**src/shared/stb_pkg.sv**
```systemverilog
// Package for the serial transmit/break block: register map, fields, resets.
// Assumes a 32-bit AXI4-Lite slave and one 100 MHz clock.
package stb_pkg;
  localparam int unsigned STB_CLK_HZ = 100000000;
  localparam logic [7:0] STB_OFS_CTRL1 = 8'h00;
  localparam logic [7:0] STB_OFS_CTRL2 = 8'h04;
  localparam logic [7:0] STB_OFS_BAUD = 8'h08;
  localparam logic [7:0] STB_OFS_STAT = 8'h0C;
  localparam logic [7:0] STB_OFS_DATA = 8'h10;
  localparam logic [7:0] STB_OFS_MASK = 8'h14;
  // Control one fields
  localparam int STB_C1_LONG = 0;
  localparam int STB_C1_PAR_EN = 1;
  localparam int STB_C1_PAR_ODD = 2;
  localparam int STB_C1_BRK_DET_EN = 3;
  // Control two fields
  localparam int STB_C2_RX_EN = 0;
  localparam int STB_C2_TX_EN = 1;
  localparam int STB_C2_SEND_BRK = 2;
  // Status fields
  localparam int STB_ST_TX_EMPTY = 0;
  localparam int STB_ST_TX_DONE = 1;
  localparam int STB_ST_RX_FULL = 2;
  localparam int STB_ST_OVERRUN = 3;
  localparam int STB_ST_NOISE = 4;
  localparam int STB_ST_FRAME_ERR = 5;
  localparam int STB_ST_PAR_ERR = 6;
  localparam int STB_ST_BRK_IRQ = 7;
  localparam int STB_ST_RX_ACTIVE = 8;
  localparam int STB_ST_W = 9;
  localparam logic [15:0] STB_BAUD_RST = 16'h0010;
  localparam logic [15:0] STB_BAUD_MIN = 16'h0002;
  localparam logic [3:0] STB_BRK_BITS_SHORT = 4'hA;
  localparam logic [3:0] STB_BRK_BITS_LONG = 4'hB;
  localparam logic [1:0] STB_AXI_OKAY = 2'h0;
  localparam logic [1:0] STB_AXI_SLVERR = 2'h2;
endpackage

```
**src/shared/stb_rx_if.sv**
```systemverilog
// Bundle between the top and the receiver: settings in, events and data out.
// Assumes one clock domain.
`timescale 1ns/1ps
interface stb_rx_if;
  logic enable;
  logic long_char;
  logic par_en;
  logic par_odd;
  logic brk_det_en;
  logic [15:0] bit_div;
  logic rx_done;
  logic [8:0] rx_data;
  logic frame_err;
  logic par_err;
  logic noise;
  logic brk_seen;
  logic active;
  modport top (output enable, long_char, par_en, par_odd, brk_det_en, bit_div,
    input rx_done, rx_data, frame_err, par_err, noise, brk_seen, active);
  modport rx (input enable, long_char, par_en, par_odd, brk_det_en, bit_div,
    output rx_done, rx_data, frame_err, par_err, noise, brk_seen, active);
endinterface

```
**src/rtl/stb_rx.sv**
```systemverilog
// Receiver: samples the line at mid-bit, frames characters and spots breaks.
// Assumes RXD already passed two flip-flops in the top.
`timescale 1ns/1ps
module stb_rx
(
  input wire logic clk,
  input wire logic rst,
  input wire logic rxd,
  stb_rx_if.rx rif
);
  import stb_pkg::*;
  typedef enum logic [1:0] {ST_IDLE, ST_BITS, ST_HOLD} stb_rx_state_t;
  stb_rx_state_t state_r;
  logic [15:0] div_r;
  logic [3:0] bit_r;
  logic [8:0] shf_r;
  logic [3:0] zero_r;
  logic par_r;
  logic [2:0] smp_r;
  logic [3:0] nbits;
  logic [15:0] half;
  logic [3:0] brk_len;
  logic tick;
  logic maj;

  assign nbits = brk_len - 4'h1;
  assign brk_len = rif.long_char ? STB_BRK_BITS_LONG : STB_BRK_BITS_SHORT;
  assign half = {1'b0, rif.bit_div[15:1]};
  assign tick = (div_r == 16'h0000);
  assign maj = (smp_r[0] & smp_r[1]) | (smp_r[1] & smp_r[2]) | (smp_r[0] & smp_r[2]);

  always_ff @(posedge clk or posedge rst)
  begin
    if (rst)
      smp_r <= 3'h7;
    else
      smp_r <= {smp_r[1:0], rxd};
  end

  always_ff @(posedge clk or posedge rst)
  begin
    if (rst)
    begin
      state_r <= ST_IDLE;
      div_r <= 16'h0000;
      bit_r <= 4'h0;
      shf_r <= 9'h000;
      par_r <= 1'b0;
    end
    else if (!rif.enable)
      state_r <= ST_IDLE;
    else
    begin
      case (state_r)
        ST_IDLE:
        begin
          if (!smp_r[2])
          begin
            state_r <= ST_BITS;
            div_r <= half;
            bit_r <= 4'h0;
            par_r <= 1'b0;
          end
        end
        ST_BITS:
        begin
          if (!tick)
            div_r <= div_r - 16'h0001;
          else
          begin
            div_r <= rif.bit_div - 16'h0001;
            bit_r <= bit_r + 4'h1;
            if (bit_r == 4'h0 && maj)
              state_r <= ST_IDLE;
            else if (bit_r == nbits)
              state_r <= maj ? ST_IDLE : ST_HOLD;
            else if (bit_r != 4'h0)
            begin
              shf_r <= {maj, shf_r[8:1]};
              par_r <= par_r ^ maj;
            end
          end
        end
        // Low stop bit: keep bit timing until the line rises, so a long
        // low run counts as one break instead of restarting a frame
        ST_HOLD:
        begin
          if (smp_r[2])
            state_r <= ST_IDLE;
          else if (!tick)
            div_r <= div_r - 16'h0001;
          else
            div_r <= rif.bit_div - 16'h0001;
        end
        default: state_r <= ST_IDLE;
      endcase
    end
  end

  // Zero-run counter on sampled bit times, framing or holding; saturates
  always_ff @(posedge clk or posedge rst)
  begin
    if (rst)
      zero_r <= 4'h0;
    else if (smp_r[2])
      zero_r <= 4'h0;
    else if (state_r != ST_IDLE && tick && zero_r != 4'hF)
      zero_r <= zero_r + 4'h1;
  end

  always_ff @(posedge clk or posedge rst)
  begin
    if (rst)
    begin
      rif.rx_done <= 1'b0;
      rif.rx_data <= 9'h000;
      rif.frame_err <= 1'b0;
      rif.par_err <= 1'b0;
      rif.noise <= 1'b0;
      rif.brk_seen <= 1'b0;
      rif.active <= 1'b0;
    end
    else
    begin
      rif.active <= (state_r == ST_BITS);
      rif.noise <= tick && (state_r == ST_BITS) && (smp_r[0] != smp_r[2]);
      rif.rx_done <= 1'b0;
      rif.brk_seen <= 1'b0;
      if (state_r == ST_BITS && tick && bit_r == nbits)
      begin
        // A high stop bit after nine zeros (ten in long mode) is a zero byte, not a break
        if (zero_r >= brk_len - 4'h1 && !maj && rif.brk_det_en)
          rif.brk_seen <= 1'b1;
        else
        begin
          rif.rx_done <= 1'b1;
          rif.rx_data <= rif.long_char ? shf_r : {1'b0, shf_r[8:1]};
          rif.frame_err <= !maj;
          rif.par_err <= rif.par_en && (par_r ^ rif.par_odd);
        end
      end
      else if (state_r == ST_HOLD && tick && !smp_r[2]
               && zero_r == brk_len - 4'h1 && rif.brk_det_en)
        rif.brk_seen <= 1'b1;
    end
  end
endmodule

```
**src/rtl/stb_top.sv**
```systemverilog
// Serial transmitter with break and preamble generation plus break-aware receiver.
// Assumes an AXI4-Lite master on CLK and a remote transceiver on TXD/RXD.
//
// Added by the designer: the AXI4-Lite interface to the registers and the register addresses.
`timescale 1ns/1ps
module stb_top
(
  input wire logic CLK,
  input wire logic SYS_RST,
  input wire logic [7:0] AWADDR,
  input wire logic AWVALID,
  output logic AWREADY,
  input wire logic [31:0] WDATA,
  input wire logic [3:0] WSTRB,
  input wire logic WVALID,
  output logic WREADY,
  output logic [1:0] BRESP,
  output logic BVALID,
  input wire logic BREADY,
  input wire logic [7:0] ARADDR,
  input wire logic ARVALID,
  output logic ARREADY,
  output logic [31:0] RDATA,
  output logic [1:0] RRESP,
  output logic RVALID,
  input wire logic RREADY,
  input wire logic RXD,
  output logic TXD,
  output logic IRQ
);
  import stb_pkg::*;
  typedef enum logic [1:0] {TX_IDLE, TX_SHIFT} stb_tx_state_t;
  typedef enum logic [1:0] {LD_DATA, LD_BREAK, LD_PREAMBLE} stb_load_t;

  stb_rx_if rif ();
  logic [3:0] ctrl1_r;
  logic [2:0] ctrl2_r;
  logic [15:0] baud_r;
  logic [8:0] tdr_r;
  logic [8:0] rdr_r;
  logic [STB_ST_W-1:0] stat_r;
  logic [STB_ST_W-1:0] mask_r;
  logic [1:0] rx_sync_r;
  logic aw_got_r, w_got_r;
  logic [7:0] aw_addr_r;
  logic [31:0] w_data_r;
  logic [3:0] w_strb_r;
  stb_tx_state_t tx_state_r;
  stb_load_t load_kind_r;
  logic [11:0] tx_shf_r;
  logic [3:0] tx_cnt_r;
  logic [15:0] tx_div_r;
  logic preamble_pend_r;
  logic brk_tail_r;
  logic tx_empty_r;
  logic tx_en_prev_r;
  logic wr_fire, rd_fire, data_wr, stat_rd, data_rd, load_now;
  logic [3:0] char_bits;
  logic [11:0] frame_word;
  logic [STB_ST_W-1:0] stat_set;
  logic [31:0] rd_val;

  assign wr_fire = aw_got_r && w_got_r && !BVALID;
  assign rd_fire = ARVALID && ARREADY;
  assign data_wr = wr_fire && aw_addr_r == STB_OFS_DATA && w_strb_r[0];
  assign stat_rd = rd_fire && ARADDR == STB_OFS_STAT;
  assign data_rd = rd_fire && ARADDR == STB_OFS_DATA;
  assign char_bits = ctrl1_r[STB_C1_LONG] ? STB_BRK_BITS_LONG : STB_BRK_BITS_SHORT;

  // Frame LSB first: start, data, optional parity, stop
  always_comb
  begin
    frame_word = 12'hFFF;
    if (ctrl1_r[STB_C1_LONG])
      frame_word = {2'b11, tdr_r[8] ^ 1'b0, tdr_r[7:0], 1'b0};
    else
      frame_word = {3'b111, tdr_r[7:0], 1'b0};
    if (ctrl1_r[STB_C1_PAR_EN])
    begin
      if (ctrl1_r[STB_C1_LONG])
        frame_word[9] = ^tdr_r[7:0] ^ ctrl1_r[STB_C1_PAR_ODD];
      else
        frame_word[8] = ^tdr_r[6:0] ^ ctrl1_r[STB_C1_PAR_ODD];
    end
  end

  always_ff @(posedge CLK or posedge SYS_RST)
  begin
    if (SYS_RST)
      rx_sync_r <= 2'b11;
    else
      rx_sync_r <= {rx_sync_r[0], RXD};
  end

  // AXI write channel: address and data taken in either order
  always_ff @(posedge CLK or posedge SYS_RST)
  begin
    if (SYS_RST)
    begin
      AWREADY <= 1'b1;
      WREADY <= 1'b1;
      aw_got_r <= 1'b0;
      w_got_r <= 1'b0;
      aw_addr_r <= 8'h00;
      w_data_r <= 32'h0000_0000;
      w_strb_r <= 4'h0;
      BVALID <= 1'b0;
      BRESP <= STB_AXI_OKAY;
    end
    else
    begin
      if (AWVALID && AWREADY)
      begin
        aw_got_r <= 1'b1;
        aw_addr_r <= AWADDR;
        AWREADY <= 1'b0;
      end
      if (WVALID && WREADY)
      begin
        w_got_r <= 1'b1;
        w_data_r <= WDATA;
        w_strb_r <= WSTRB;
        WREADY <= 1'b0;
      end
      if (wr_fire)
      begin
        BVALID <= 1'b1;
        BRESP <= (aw_addr_r > STB_OFS_MASK || aw_addr_r[1:0] != 2'b00
                  || aw_addr_r == STB_OFS_STAT) ? STB_AXI_SLVERR : STB_AXI_OKAY;
      end
      if (BVALID && BREADY)
      begin
        BVALID <= 1'b0;
        aw_got_r <= 1'b0;
        w_got_r <= 1'b0;
        AWREADY <= 1'b1;
        WREADY <= 1'b1;
      end
    end
  end

  always_ff @(posedge CLK or posedge SYS_RST)
  begin
    if (SYS_RST)
    begin
      ctrl1_r <= 4'h0;
      ctrl2_r <= 3'h0;
      baud_r <= STB_BAUD_RST;
      mask_r <= '0;
      tdr_r <= 9'h000;
    end
    else if (wr_fire && w_strb_r[0])
    begin
      case (aw_addr_r)
        STB_OFS_CTRL1: ctrl1_r <= w_data_r[3:0];
        STB_OFS_CTRL2: ctrl2_r <= w_data_r[2:0];
        STB_OFS_BAUD:
          baud_r <= (w_data_r[15:0] < STB_BAUD_MIN) ? STB_BAUD_MIN : w_data_r[15:0];
        STB_OFS_MASK: mask_r <= w_data_r[STB_ST_W-1:0];
        STB_OFS_DATA: tdr_r <= w_data_r[8:0];
        default: ;
      endcase
    end
  end

  always_comb
  begin
    rd_val = 32'h0000_0000;
    case (ARADDR)
      STB_OFS_CTRL1: rd_val = {28'h0, ctrl1_r};
      STB_OFS_CTRL2: rd_val = {29'h0, ctrl2_r};
      STB_OFS_BAUD: rd_val = {16'h0, baud_r};
      STB_OFS_STAT: rd_val = {23'h0, stat_r};
      STB_OFS_DATA: rd_val = {23'h0, rdr_r};
      STB_OFS_MASK: rd_val = {23'h0, mask_r};
      default: rd_val = 32'h0000_0000;
    endcase
  end

  always_ff @(posedge CLK or posedge SYS_RST)
  begin
    if (SYS_RST)
    begin
      ARREADY <= 1'b1;
      RVALID <= 1'b0;
      RDATA <= 32'h0000_0000;
      RRESP <= STB_AXI_OKAY;
    end
    else if (rd_fire)
    begin
      ARREADY <= 1'b0;
      RVALID <= 1'b1;
      RDATA <= rd_val;
      RRESP <= (ARADDR > STB_OFS_MASK || ARADDR[1:0] != 2'b00) ? STB_AXI_SLVERR : STB_AXI_OKAY;
    end
    else if (RVALID && RREADY)
    begin
      RVALID <= 1'b0;
      ARREADY <= 1'b1;
    end
  end

  // Transmitter: a break or preamble is a bare run of zeros or ones
  assign load_now = (tx_state_r == TX_IDLE || (tx_cnt_r == 4'h1 && tx_div_r == 16'h0000))
                    && ctrl2_r[STB_C2_TX_EN];
  always_ff @(posedge CLK or posedge SYS_RST)
  begin
    if (SYS_RST)
    begin
      tx_state_r <= TX_IDLE;
      load_kind_r <= LD_DATA;
      tx_shf_r <= 12'hFFF;
      tx_cnt_r <= 4'h0;
      tx_div_r <= 16'h0000;
      preamble_pend_r <= 1'b0;
      brk_tail_r <= 1'b0;
      tx_empty_r <= 1'b1;
      tx_en_prev_r <= 1'b0;
      TXD <= 1'b1;
    end
    else
    begin
      tx_en_prev_r <= ctrl2_r[STB_C2_TX_EN];
      if (ctrl2_r[STB_C2_TX_EN] && !tx_en_prev_r)
        preamble_pend_r <= 1'b1;
      if (data_wr)
        tx_empty_r <= 1'b0;
      if (tx_state_r == TX_SHIFT && !(tx_cnt_r == 4'h1 && tx_div_r == 16'h0000))
      begin
        // Keeps shifting even with enable low, so the frame completes
        if (tx_div_r != 16'h0000)
          tx_div_r <= tx_div_r - 16'h0001;
        else
        begin
          tx_div_r <= baud_r - 16'h0001;
          tx_cnt_r <= tx_cnt_r - 4'h1;
          tx_shf_r <= {1'b1, tx_shf_r[11:1]};
          TXD <= tx_shf_r[1];
        end
      end
      else if (load_now)
      begin
        tx_state_r <= TX_SHIFT;
        tx_div_r <= baud_r - 16'h0001;
        tx_cnt_r <= char_bits;
        if (preamble_pend_r || !tx_en_prev_r)
        begin
          preamble_pend_r <= 1'b0;
          load_kind_r <= LD_PREAMBLE;
          tx_shf_r <= 12'hFFF;
          TXD <= 1'b1;
        end
        else if (ctrl2_r[STB_C2_SEND_BRK])
        begin
          load_kind_r <= LD_BREAK;
          brk_tail_r <= 1'b1;
          tx_shf_r <= 12'h000;
          TXD <= 1'b0;
        end
        else if (brk_tail_r)
        begin
          brk_tail_r <= 1'b0;
          load_kind_r <= LD_PREAMBLE;
          tx_cnt_r <= 4'h1;
          tx_shf_r <= 12'hFFF;
          TXD <= 1'b1;
        end
        else if (!tx_empty_r && !data_wr)
        begin
          load_kind_r <= LD_DATA;
          tx_shf_r <= frame_word;
          tx_empty_r <= 1'b1;
          TXD <= frame_word[0];
        end
        else
        begin
          tx_state_r <= TX_IDLE;
          TXD <= 1'b1;
        end
      end
      else
      begin
        tx_state_r <= TX_IDLE;
        TXD <= 1'b1;
      end
    end
  end

  assign rif.enable = ctrl2_r[STB_C2_RX_EN];
  assign rif.long_char = ctrl1_r[STB_C1_LONG];
  assign rif.par_en = ctrl1_r[STB_C1_PAR_EN];
  assign rif.par_odd = ctrl1_r[STB_C1_PAR_ODD];
  assign rif.brk_det_en = ctrl1_r[STB_C1_BRK_DET_EN];
  assign rif.bit_div = baud_r;

  stb_rx u_rx
  (
    .clk(CLK),
    .rst(SYS_RST),
    .rxd(rx_sync_r[1]),
    .rif(rif)
  );

  always_comb
  begin
    stat_set = '0;
    stat_set[STB_ST_BRK_IRQ] = rif.brk_seen;
    stat_set[STB_ST_NOISE] = rif.noise;
    if (rif.rx_done)
    begin
      stat_set[STB_ST_RX_FULL] = 1'b1;
      stat_set[STB_ST_OVERRUN] = stat_r[STB_ST_RX_FULL];
      stat_set[STB_ST_FRAME_ERR] = rif.frame_err;
      stat_set[STB_ST_PAR_ERR] = rif.par_err;
    end
  end

  // Sticky status: a set in the clearing read's cycle wins
  always_ff @(posedge CLK or posedge SYS_RST)
  begin
    if (SYS_RST)
    begin
      stat_r <= '0;
      rdr_r <= 9'h000;
    end
    else
    begin
      stat_r <= (stat_rd ? '0 : stat_r) | stat_set;
      stat_r[STB_ST_TX_EMPTY] <= tx_empty_r;
      stat_r[STB_ST_TX_DONE] <= tx_state_r == TX_IDLE && tx_empty_r;
      stat_r[STB_ST_RX_ACTIVE] <= rif.active;
      if (data_rd && !rif.rx_done)
        stat_r[STB_ST_RX_FULL] <= 1'b0;
      // A break with detect off clears the data even over an unread byte
      if (rif.rx_done && (!stat_r[STB_ST_RX_FULL]
          || (rif.frame_err && rif.rx_data == 9'h000)))
        rdr_r <= rif.rx_data;
    end
  end

  always_ff @(posedge CLK or posedge SYS_RST)
  begin
    if (SYS_RST)
      IRQ <= 1'b0;
    else
      IRQ <= |(stat_r & mask_r);
  end
endmodule

```
**config.mk**
```make
export PLATFORM = sky130hd
export DESIGN_NAME = stb_top
export DESIGN_NICKNAME = d
export VERILOG_FILES = /design/src/shared/stb_pkg.sv /design/src/shared/stb_rx_if.sv /design/src/rtl/stb_rx.sv /design/src/rtl/stb_top.sv
export SDC_FILE = /design/constraint.sdc
export NUM_CORES = 1
export LEC_CHECK = 0
export BUFFER_PORTS_ARGS = -buffer_cell sky130_fd_sc_hd__buf_2
export CORE_MARGIN = 3
export CORE_UTILIZATION = 40
export DETAILED_ROUTE_END_ITERATION = 10
export PLACE_DENSITY_LB_ADDON = 0.1
export SKIP_CTS_REPAIR_TIMING = 1
export SLEW_MARGIN = 15
export SYNTH_ARGS = -nofsm -noshare
export SYNTH_HDL_FRONTEND = slang
export SYNTH_HIERARCHICAL = 1
export SYNTH_SLANG_ARGS = --single-unit
```
**constraint.sdc**
```tcl
create_clock -name CLK -period 5.3 [get_ports CLK]
set_clock_uncertainty 0.2 [all_clocks]
set_input_delay 1.06 -clock CLK [delete_from_list [all_inputs] [get_ports CLK]]
set_output_delay 1.06 -clock CLK [all_outputs]
set_load 0.02 [all_outputs]
```
==> out/metrics.csv, run 1 <==
stage,metric,value,unit
cells_and_area,utilization,46.4,%
detailed_routing,drt-initial-drc-count,768,
cells_and_area,syn2layout_area_growth,12.2,%
setup_path,cp_cell_sequence,or3_1 -> or3_1 -> nor2_4 -> a21oi_1 -> ha_1 -> or4b_1 -> or3_1 -> a221o_1 -> a2111o_1 -> nand3_1,
clock_tree,root_buffer,clkbuf_16,
cells_and_area,fin_nets,1162,
synth,synth.top_cell.area_share,42.8,%
cells_and_area,fillers,2435,
job,cap_violations,0,
setup_path,r2r_cells,10,
power_and_ir_drop,share_comb_of_total_power,28.0,%
clock_tree,insertion_delay,530,ps
synth,ys_types,85,
floorplanning,die-area,28400,µm²
cells_and_area,final_cell_mix,"181 x dfrtp_1, 92 x nand2_1, 82 x o21ai_0",
timing,hold_violations,0,
floorplanning,core,25500,µm²
detailed_routing,vias_per_cell,5.61,
power_and_ir_drop,p_per_area,450,nW/µm²
setup_path,crit_end,u_rx/div_r[12]$_DFFE_PP0P_,
timing,rsz0062_at_grt,no,
clock_tree,numCtsBuffers,24,
floorplanning,die_w,169,µm
power_and_ir_drop,power.switching,1900,µW
power_and_ir_drop,p_clk_share,29.7,%
timing,period_minus_slack,3540,ps
setup_path,r2r_slack,1760,ps
global_route,grt_pass1_vias,7920,
detailed_routing,vias,8045,
global_route,grt_use_total,19.0,%
setup_path,critPathMaxFanout,19,
setup_path,worstReg2RegEnd,u_rx/div_r[12]$_DFFE_PP0P_,
detailed_routing,wl_per_cell,18.6,µm
global_route,antenna_found_initial,0,
power_and_ir_drop,p_int,3450,µW
timing,fin_tns_setup,0,ps
synth,synth_edf_count,0,
cells_and_area,final_common_cell,dfrtp_1,
placed_design,finalWeightedCongestion,0.829,
clock_tree,cts_buffer_depth,3,
clock_tree,path_clk_slew,60,ps
synth,syn-cell-area,10600,µm²
synth,synth_ff_type,dfrtp_1,
detailed_routing,drc,0,
power_and_ir_drop,ir_drop,0.229,mV
setup_path,path_buf_inv,0,
global_route,grt_start_max_net_pins,106,
setup_path,crit_arrival,3790,ps
clock_tree,cts_tree,done,
cells_and_area,drive_gt1_share,20.5,%
setup_path,crit_start,u_rx/div_r[12]$_DFFE_PP0P_,
setup_path,crit_family,simple AND/OR/NAND/NOR gates,
min_path,min_path_type,reg -> reg,
floorplanning,floorplan.io_pins,103,
synth,synthTopCellsByArea,"dfrtp_1 43%, mux2_2 7.6%, dfstp_2 5.5%",
synth,yosys.area.top_type,dfrtp_1,
power_and_ir_drop,switching_share,35.5,%
global_route,grt_pass1_wl,44400,µm
clock_tree,h-tree-depth,1,
floorplanning,chipHeight,169,µm
timing,slew_headroom,31.8,%
global_route,grt_overflow,0,
synth,synth_seq_cells,203,
detailed_routing,first_pass_iters,8,
placed_design,io_buffers,65,
cells_and_area,num_antenna_cells,0,
clock_tree,clkSinkCount,203,
timing,finalMaxSlewViolations,0,
power_and_ir_drop,power_leakage,0.00538,µW
timing,setup-violations-final,0,
setup_path,cp-start-kind,flip-flop,
detailed_routing,drt_wl_total,26700,µm
setup_path,crit_cells,10,
timing,fin_crit_sh,66.7,%
setup_path,cp_slowest_stage_delay,510,ps
synth,postSynthCellCount,1033,
setup_path,cpMaxStageDelayCell,or4b_1,
synth,synthArstFlopShare,100,%
synth,syn_area_per_cell,10.2,µm²
floorplanning,num_rows,58,
timing,tightest_slew,1020,ps
placed_design,dp_hpwl,18500,µm
status,status,"finished, final reports clean",
setup_path,end_kind,flip-flop,
setup_path,r2r-start,u_rx/div_r[12]$_DFFE_PP0P_,
setup_path,cpMostUsedCell,or3_1,
setup_path,crit_type,reg -> reg,
timing,fmax,283,MHz
floorplanning,start_util,41.4,%
synth,yosysSeqAreaShare,48.3,%
setup_path,cp.required,5550,ps
power_and_ir_drop,p_seq_share,42.3,%
synth,ys_warn_count,6,
detailed_routing,ant_nets,0,
[worst register-to-register path: stages, from the launching register on]
cell      delay, ps
dfrtp_1         430
or3_1           230
or3_1           250
nor2_4          160
a21oi_1         230
ha_1            260
or4b_1          510
or3_1           390
a221o_1         320
a2111o_1        400
nand3_1          80
[logic make-up after synthesis]
group                    Yosys count  share of synthesized area (%)
adder cells (fa/ha/maj)           16                           1.89
flip-flops                       203                           48.3
other                              1                         0.0355
buffers and inverters             94                           4.34
AO/OA/AOI/OAI                    259                           16.5
AND/OR/NAND/NOR                  331                           16.0
multiplexers                     100                           10.5
XOR/XNOR                          29                           2.40
[stage by stage]
stage | power, µW | hold slack [ps] | std cells | area (µm²) | setup WS, ps
2_1_floorplan | 3350 | 131 | 1050 | 10600 | 63.4
3_3_place_gp | 3760 | 146 | 1390 | 11100 | 1760
3_5_place_dp | 3790 | 148 | 1390 | 11100 | 1770
4_1_cts | 5400 | 156 | 1434 | 11900 | 1730
5_1_grt | 5710 | 162 | 1434 | 11900 | 1530
6_report | 5340 | 155 | 1434 | 11900 | 1760
[power by group through the flow]
stage | clock, µW | combinational [µW] | sequential [µW]
after CTS | 1630 | 1510 | 2260
after global placement | 0 | 1480 | 2280
after floorplan | 0 | 1190 | 2160
final | 1590 | 1500 | 2260
after detailed placement | 0 | 1500 | 2280
after global routing | 1700 | 1700 | 2310
[worst min path at each step]
stage / start / end / slack, ps / cells after the start
CTS: rx_sync_r[1]$_DFF_PP1_ / u_rx/smp_r[0]$_DFF_PP1_ / 160 / 0
detailed placement: rx_sync_r[1]$_DFF_PP1_ / u_rx/smp_r[0]$_DFF_PP1_ / 150 / 0
global route: rx_sync_r[0]$_DFF_PP1_ / rx_sync_r[1]$_DFF_PP1_ / 160 / 0
finish: rx_sync_r[0]$_DFF_PP1_ / rx_sync_r[1]$_DFF_PP1_ / 160 / 0
floorplan: u_rx/rif.active$_DFF_PP0_ / stat_r[8]$_DFF_PP0_ / 130 / 0
global placement: rx_sync_r[0]$_DFF_PP1_ / rx_sync_r[1]$_DFF_PP1_ / 150 / 0
[sequential cells by signal (all words and copies together), names as in the netlist, 2 cells and up]
signal	count
RDATA	16
aw_addr_r	8
baud_r	16
ctrl1_r	4
ctrl2_r	3
mask_r	9
rdr_r	9
rx_sync_r	2
stat_r	9
tdr_r	9
tx_cnt_r	4
tx_div_r	16
tx_shf_r	11
u_rx/bit_r	4
u_rx/div_r	16
u_rx/rif.rx_data	9
u_rx/shf_r	9
u_rx/smp_r	3
u_rx/state_r	2
u_rx/zero_r	4
w_data_r	16
[synthesized netlist by cell type, types with 4 or more instances]
cell type,count
buf_4,20
nand2b_1,11
a31oi_1,12
nor2b_1,8
nor3_1,18
nor2_1,82
o31ai_1,7
a21oi_1,45
clkbuf_1,26
o221ai_1,6
mux2_1,10
dfstp_2,22
and3_1,10
o21ai_0,83
mux2i_1,18
buf_2,12
or4_1,5
inv_1,32
nor4_1,13
nand3_1,29
nand2_1,92
or3_1,10
nand4_1,7
xnor2_1,22
mux2_2,71
a21o_1,6
a221o_1,4
o22ai_1,8
nand3b_1,6
a22o_1,24
a211oi_1,5
o21a_1,6
and2_1,6
xor2_1,7
dfrtp_1,181
o211ai_1,7
a222oi_1,9
ha_1,16
[layer usage]
layer	track usage [%]	vias to the layer above	wire (µm)
li1	-	3859	-
met1	29.1	3951	13300
met2	29.1	205	11800
met3	2.41	30	1170
met4	3.66	0	425
met5	0	-	0
[cell type report]
cell class | count | area, µm² | share of cell area, %
sequential | 203 | 5110 | 43.0
multi-input combinational | 753 | 5070 | 42.8
clock buffer | 38 | 713 | 6.01
tap | 330 | 413 | 3.48
timing repair buffer | 72 | 378 | 3.18
inverter | 32 | 125 | 1.05
clock inverter | 6 | 55.1 | 0.464
Note: power is estimated with default switching activity, not from simulation.
==> run 2: changes to the inputs <==
==> constraint.sdc (replaced) <==
create_clock -name CLK -period 2.9 [get_ports CLK]
set_clock_uncertainty 0.2 [all_clocks]
set_input_delay 0.58 -clock CLK [delete_from_list [all_inputs] [get_ports CLK]]
set_output_delay 0.58 -clock CLK [all_outputs]
set_load 0.02 [all_outputs]
==> run 2 against run 1 <==
Global-route usage increased by 0.29 points. Clock power rose by 100%. Power increased by 96%. Wire length increased by 1.9%. Utilization up 2.9 points. Register-to-register slack got worse by 1700 ps.
==> out/metrics.csv, run 2 (synthesized netlist as in run 1, its figures left out) <==
stage,metric,value,unit
power_and_ir_drop,share_comb_of_total_power,30.1,%
timing,finalMaxSlewViolations,0,
clock_tree,insertion_delay,530,ps
setup_path,end_kind,flip-flop,
clock_tree,numCtsBuffers,25,
cells_and_area,syn2layout_area_growth,19.3,%
timing,fmax,356,MHz
placed_design,dp_hpwl,19700,µm
timing,setup-violations-final,0,
power_and_ir_drop,power_leakage,0.00581,µW
global_route,grt_overflow,0,
power_and_ir_drop,p_clk_share,31.0,%
status,status,"finished, final reports clean",
placed_design,finalWeightedCongestion,0.843,
setup_path,crit_type,reg -> reg,
power_and_ir_drop,p_per_area,828,nW/µm²
setup_path,r2r-start,u_rx/div_r[9]$_DFFE_PP0P_,
timing,hold_violations,0,
global_route,grt_pass1_vias,8170,
cells_and_area,final_cell_mix,"181 x dfrtp_1, 92 x nand2_1, 82 x nor2_1, 82 x o21ai_0, 73 x buf_4",
power_and_ir_drop,switching_share,34.3,%
timing,slew_headroom,52.7,%
floorplanning,core,25500,µm²
timing,tightest_slew,710,ps
power_and_ir_drop,power.switching,3580,µW
floorplanning,num_rows,58,
clock_tree,h-tree-depth,1,
clock_tree,root_buffer,clkbuf_16,
timing,fin_crit_sh,96.9,%
detailed_routing,vias,8356,
global_route,antenna_found_initial,0,
power_and_ir_drop,ir_drop,0.551,mV
placed_design,io_buffers,65,
min_path,holdCritStartpoint,ARVALID,
floorplanning,die_w,169,µm
setup_path,critPathMaxFanout,4,
setup_path,cp_cell_sequence,or3_4 -> or3_4 -> nor2_4 -> a21oi_2 -> ha_2 -> or4b_4 -> or3_1 -> a221o_1 -> o22ai_2 -> o31ai_2 -> o311ai_1,
global_route,grt_start_max_net_pins,55,
detailed_routing,drt-initial-drc-count,636,
global_route,grt_pass1_wl,45100,µm
cells_and_area,layout.area.seq,5110,µm²
placed_design,pre_cts_slack,-54.4,ps
cells_and_area,drive_gt1_share,26.8,%
detailed_routing,drt_wl_total,27200,µm
setup_path,worstReg2RegEnd,u_rx/div_r[14]$_DFFE_PP0P_,
detailed_routing,first_pass_iters,9,
setup_path,r2r_cells,11,
job,cap_violations,0,
floorplanning,die-area,28400,µm²
clock_tree,path_clk_slew,60,ps
setup_path,cpMaxStageDelayCell,or4b_4,
cells_and_area,final_common_cell,dfrtp_1,
clock_tree,clkSinkCount,203,
cells_and_area,multi_input_area,5140,µm²
detailed_routing,drc,0,
cells_and_area,fin_nets,1234,
detailed_routing,ant_nets,0,
cells_and_area,fillers,2419,
floorplanning,floorplan.io_pins,103,
power_and_ir_drop,p_int,6860,µW
min_path,min_path_type,in -> reg,
timing,whs,21.5,ps
detailed_routing,vias_per_cell,5.54,
setup_path,r2r_slack,90,ps
setup_path,cp-start-kind,flip-flop,
timing,setup_ws,89.8,ps
setup_path,cp_slowest_stage_delay,470,ps
setup_path,cpMostUsedCell,or3_4,
setup_path,crit_arrival,3040,ps
min_path,hold_path_depth,2,
clock_tree,cts_tree,done,
clock_tree,cts_buffer_depth,3,
power_and_ir_drop,p_seq_share,38.9,%
min_path,hold_end,ARREADY$_DFFE_PP1P_,
setup_path,cp.required,3130,ps
floorplanning,start_util,41.4,%
timing,period_minus_slack,2810,ps
cells_and_area,num_antenna_cells,0,
detailed_routing,wl_per_cell,18.1,µm
floorplanning,chipHeight,169,µm
global_route,grt_use_total,19.3,%
-- run 2: critical path, delay by kind of cell, from the launching register on --
| family | cells | cell delay (ps) |
|---|---|---|
| simple gates | 5 | 1120 |
| compound gates | 5 | 850 |
| flops | 1 | 350 |
| fa+ha+maj | 1 | 190 |
-- run 2: final cells by class --
class                      instances  area share [%]
tap                              330            3.27
multi-input combinational        753            40.8
timing repair buffer             143            7.56
sequential                       203            40.5
inverter                          32           0.982
clock inverter                    13            1.32
clock buffer                      33            5.59
-- run 2: metal layers --
layer / share of wire (%) / global-route usage [%] / up-vias / routed length (µm)
met5: 0 / 0 / - / 0
li1: - / - / 4012 / -
met4: 1.7 / 3.74 / 0 / 468
met3: 4.5 / 2.80 / 32 / 1230
met2: 44 / 29.5 / 207 / 12000
met1: 50 / 29.3 / 4105 / 13500
-- run 2: how the worst max path moves through the flow --
| stage | from | endpoint | depth (start not counted) | slack (ps) |
|---|---|---|---|---|
| floorplan | u_rx/div_r[3]$_DFFE_PP0P_ | u_rx/div_r[14]$_DFFE_PP0P_ | 11 | -3 |
| global placement | u_rx/div_r[9]$_DFFE_PP0P_ | u_rx/div_r[14]$_DFFE_PP0P_ | 10 | -40 |
| detailed placement | u_rx/div_r[9]$_DFFE_PP0P_ | u_rx/div_r[14]$_DFFE_PP0P_ | 10 | -50 |
| CTS | u_rx/div_r[9]$_DFFE_PP0P_ | u_rx/div_r[14]$_DFFE_PP0P_ | 10 | -80 |
| global route | u_rx/div_r[10]$_DFFE_PP0P_ | u_rx/div_r[14]$_DFFE_PP0P_ | 10 | -40 |
| finish | u_rx/div_r[9]$_DFFE_PP0P_ | u_rx/div_r[14]$_DFFE_PP0P_ | 11 | 90 |
-- run 2: power groups by stage --
stage / combinational, µW / sequential, µW / clock (µW)
CTS: 3090 / 4060 / 3330
detailed placement: 3080 / 4110 / 0
floorplan: 2200 / 3940 / 0
global route: 3530 / 4160 / 3450
global placement: 3040 / 4100 / 0
finish: 3150 / 4060 / 3240
-- run 2: metrics by stage --
step | instance area [µm²] | TNS, ps | utilization (%) | instances | power (µW)
after floorplan | 10700 | -3.26 | - | 1050 | 6140
after global placement | 11600 | -42.1 | 45.6 | 1456 | 7140
after detailed placement | 11600 | -63.6 | 45.6 | 1456 | 7190
after CTS | 12500 | -121 | 49.0 | 1502 | 10500
after global routing | 12600 | -37.5 | 49.4 | 1507 | 11100
final | 12600 | 0 | 49.4 | 1507 | 10400
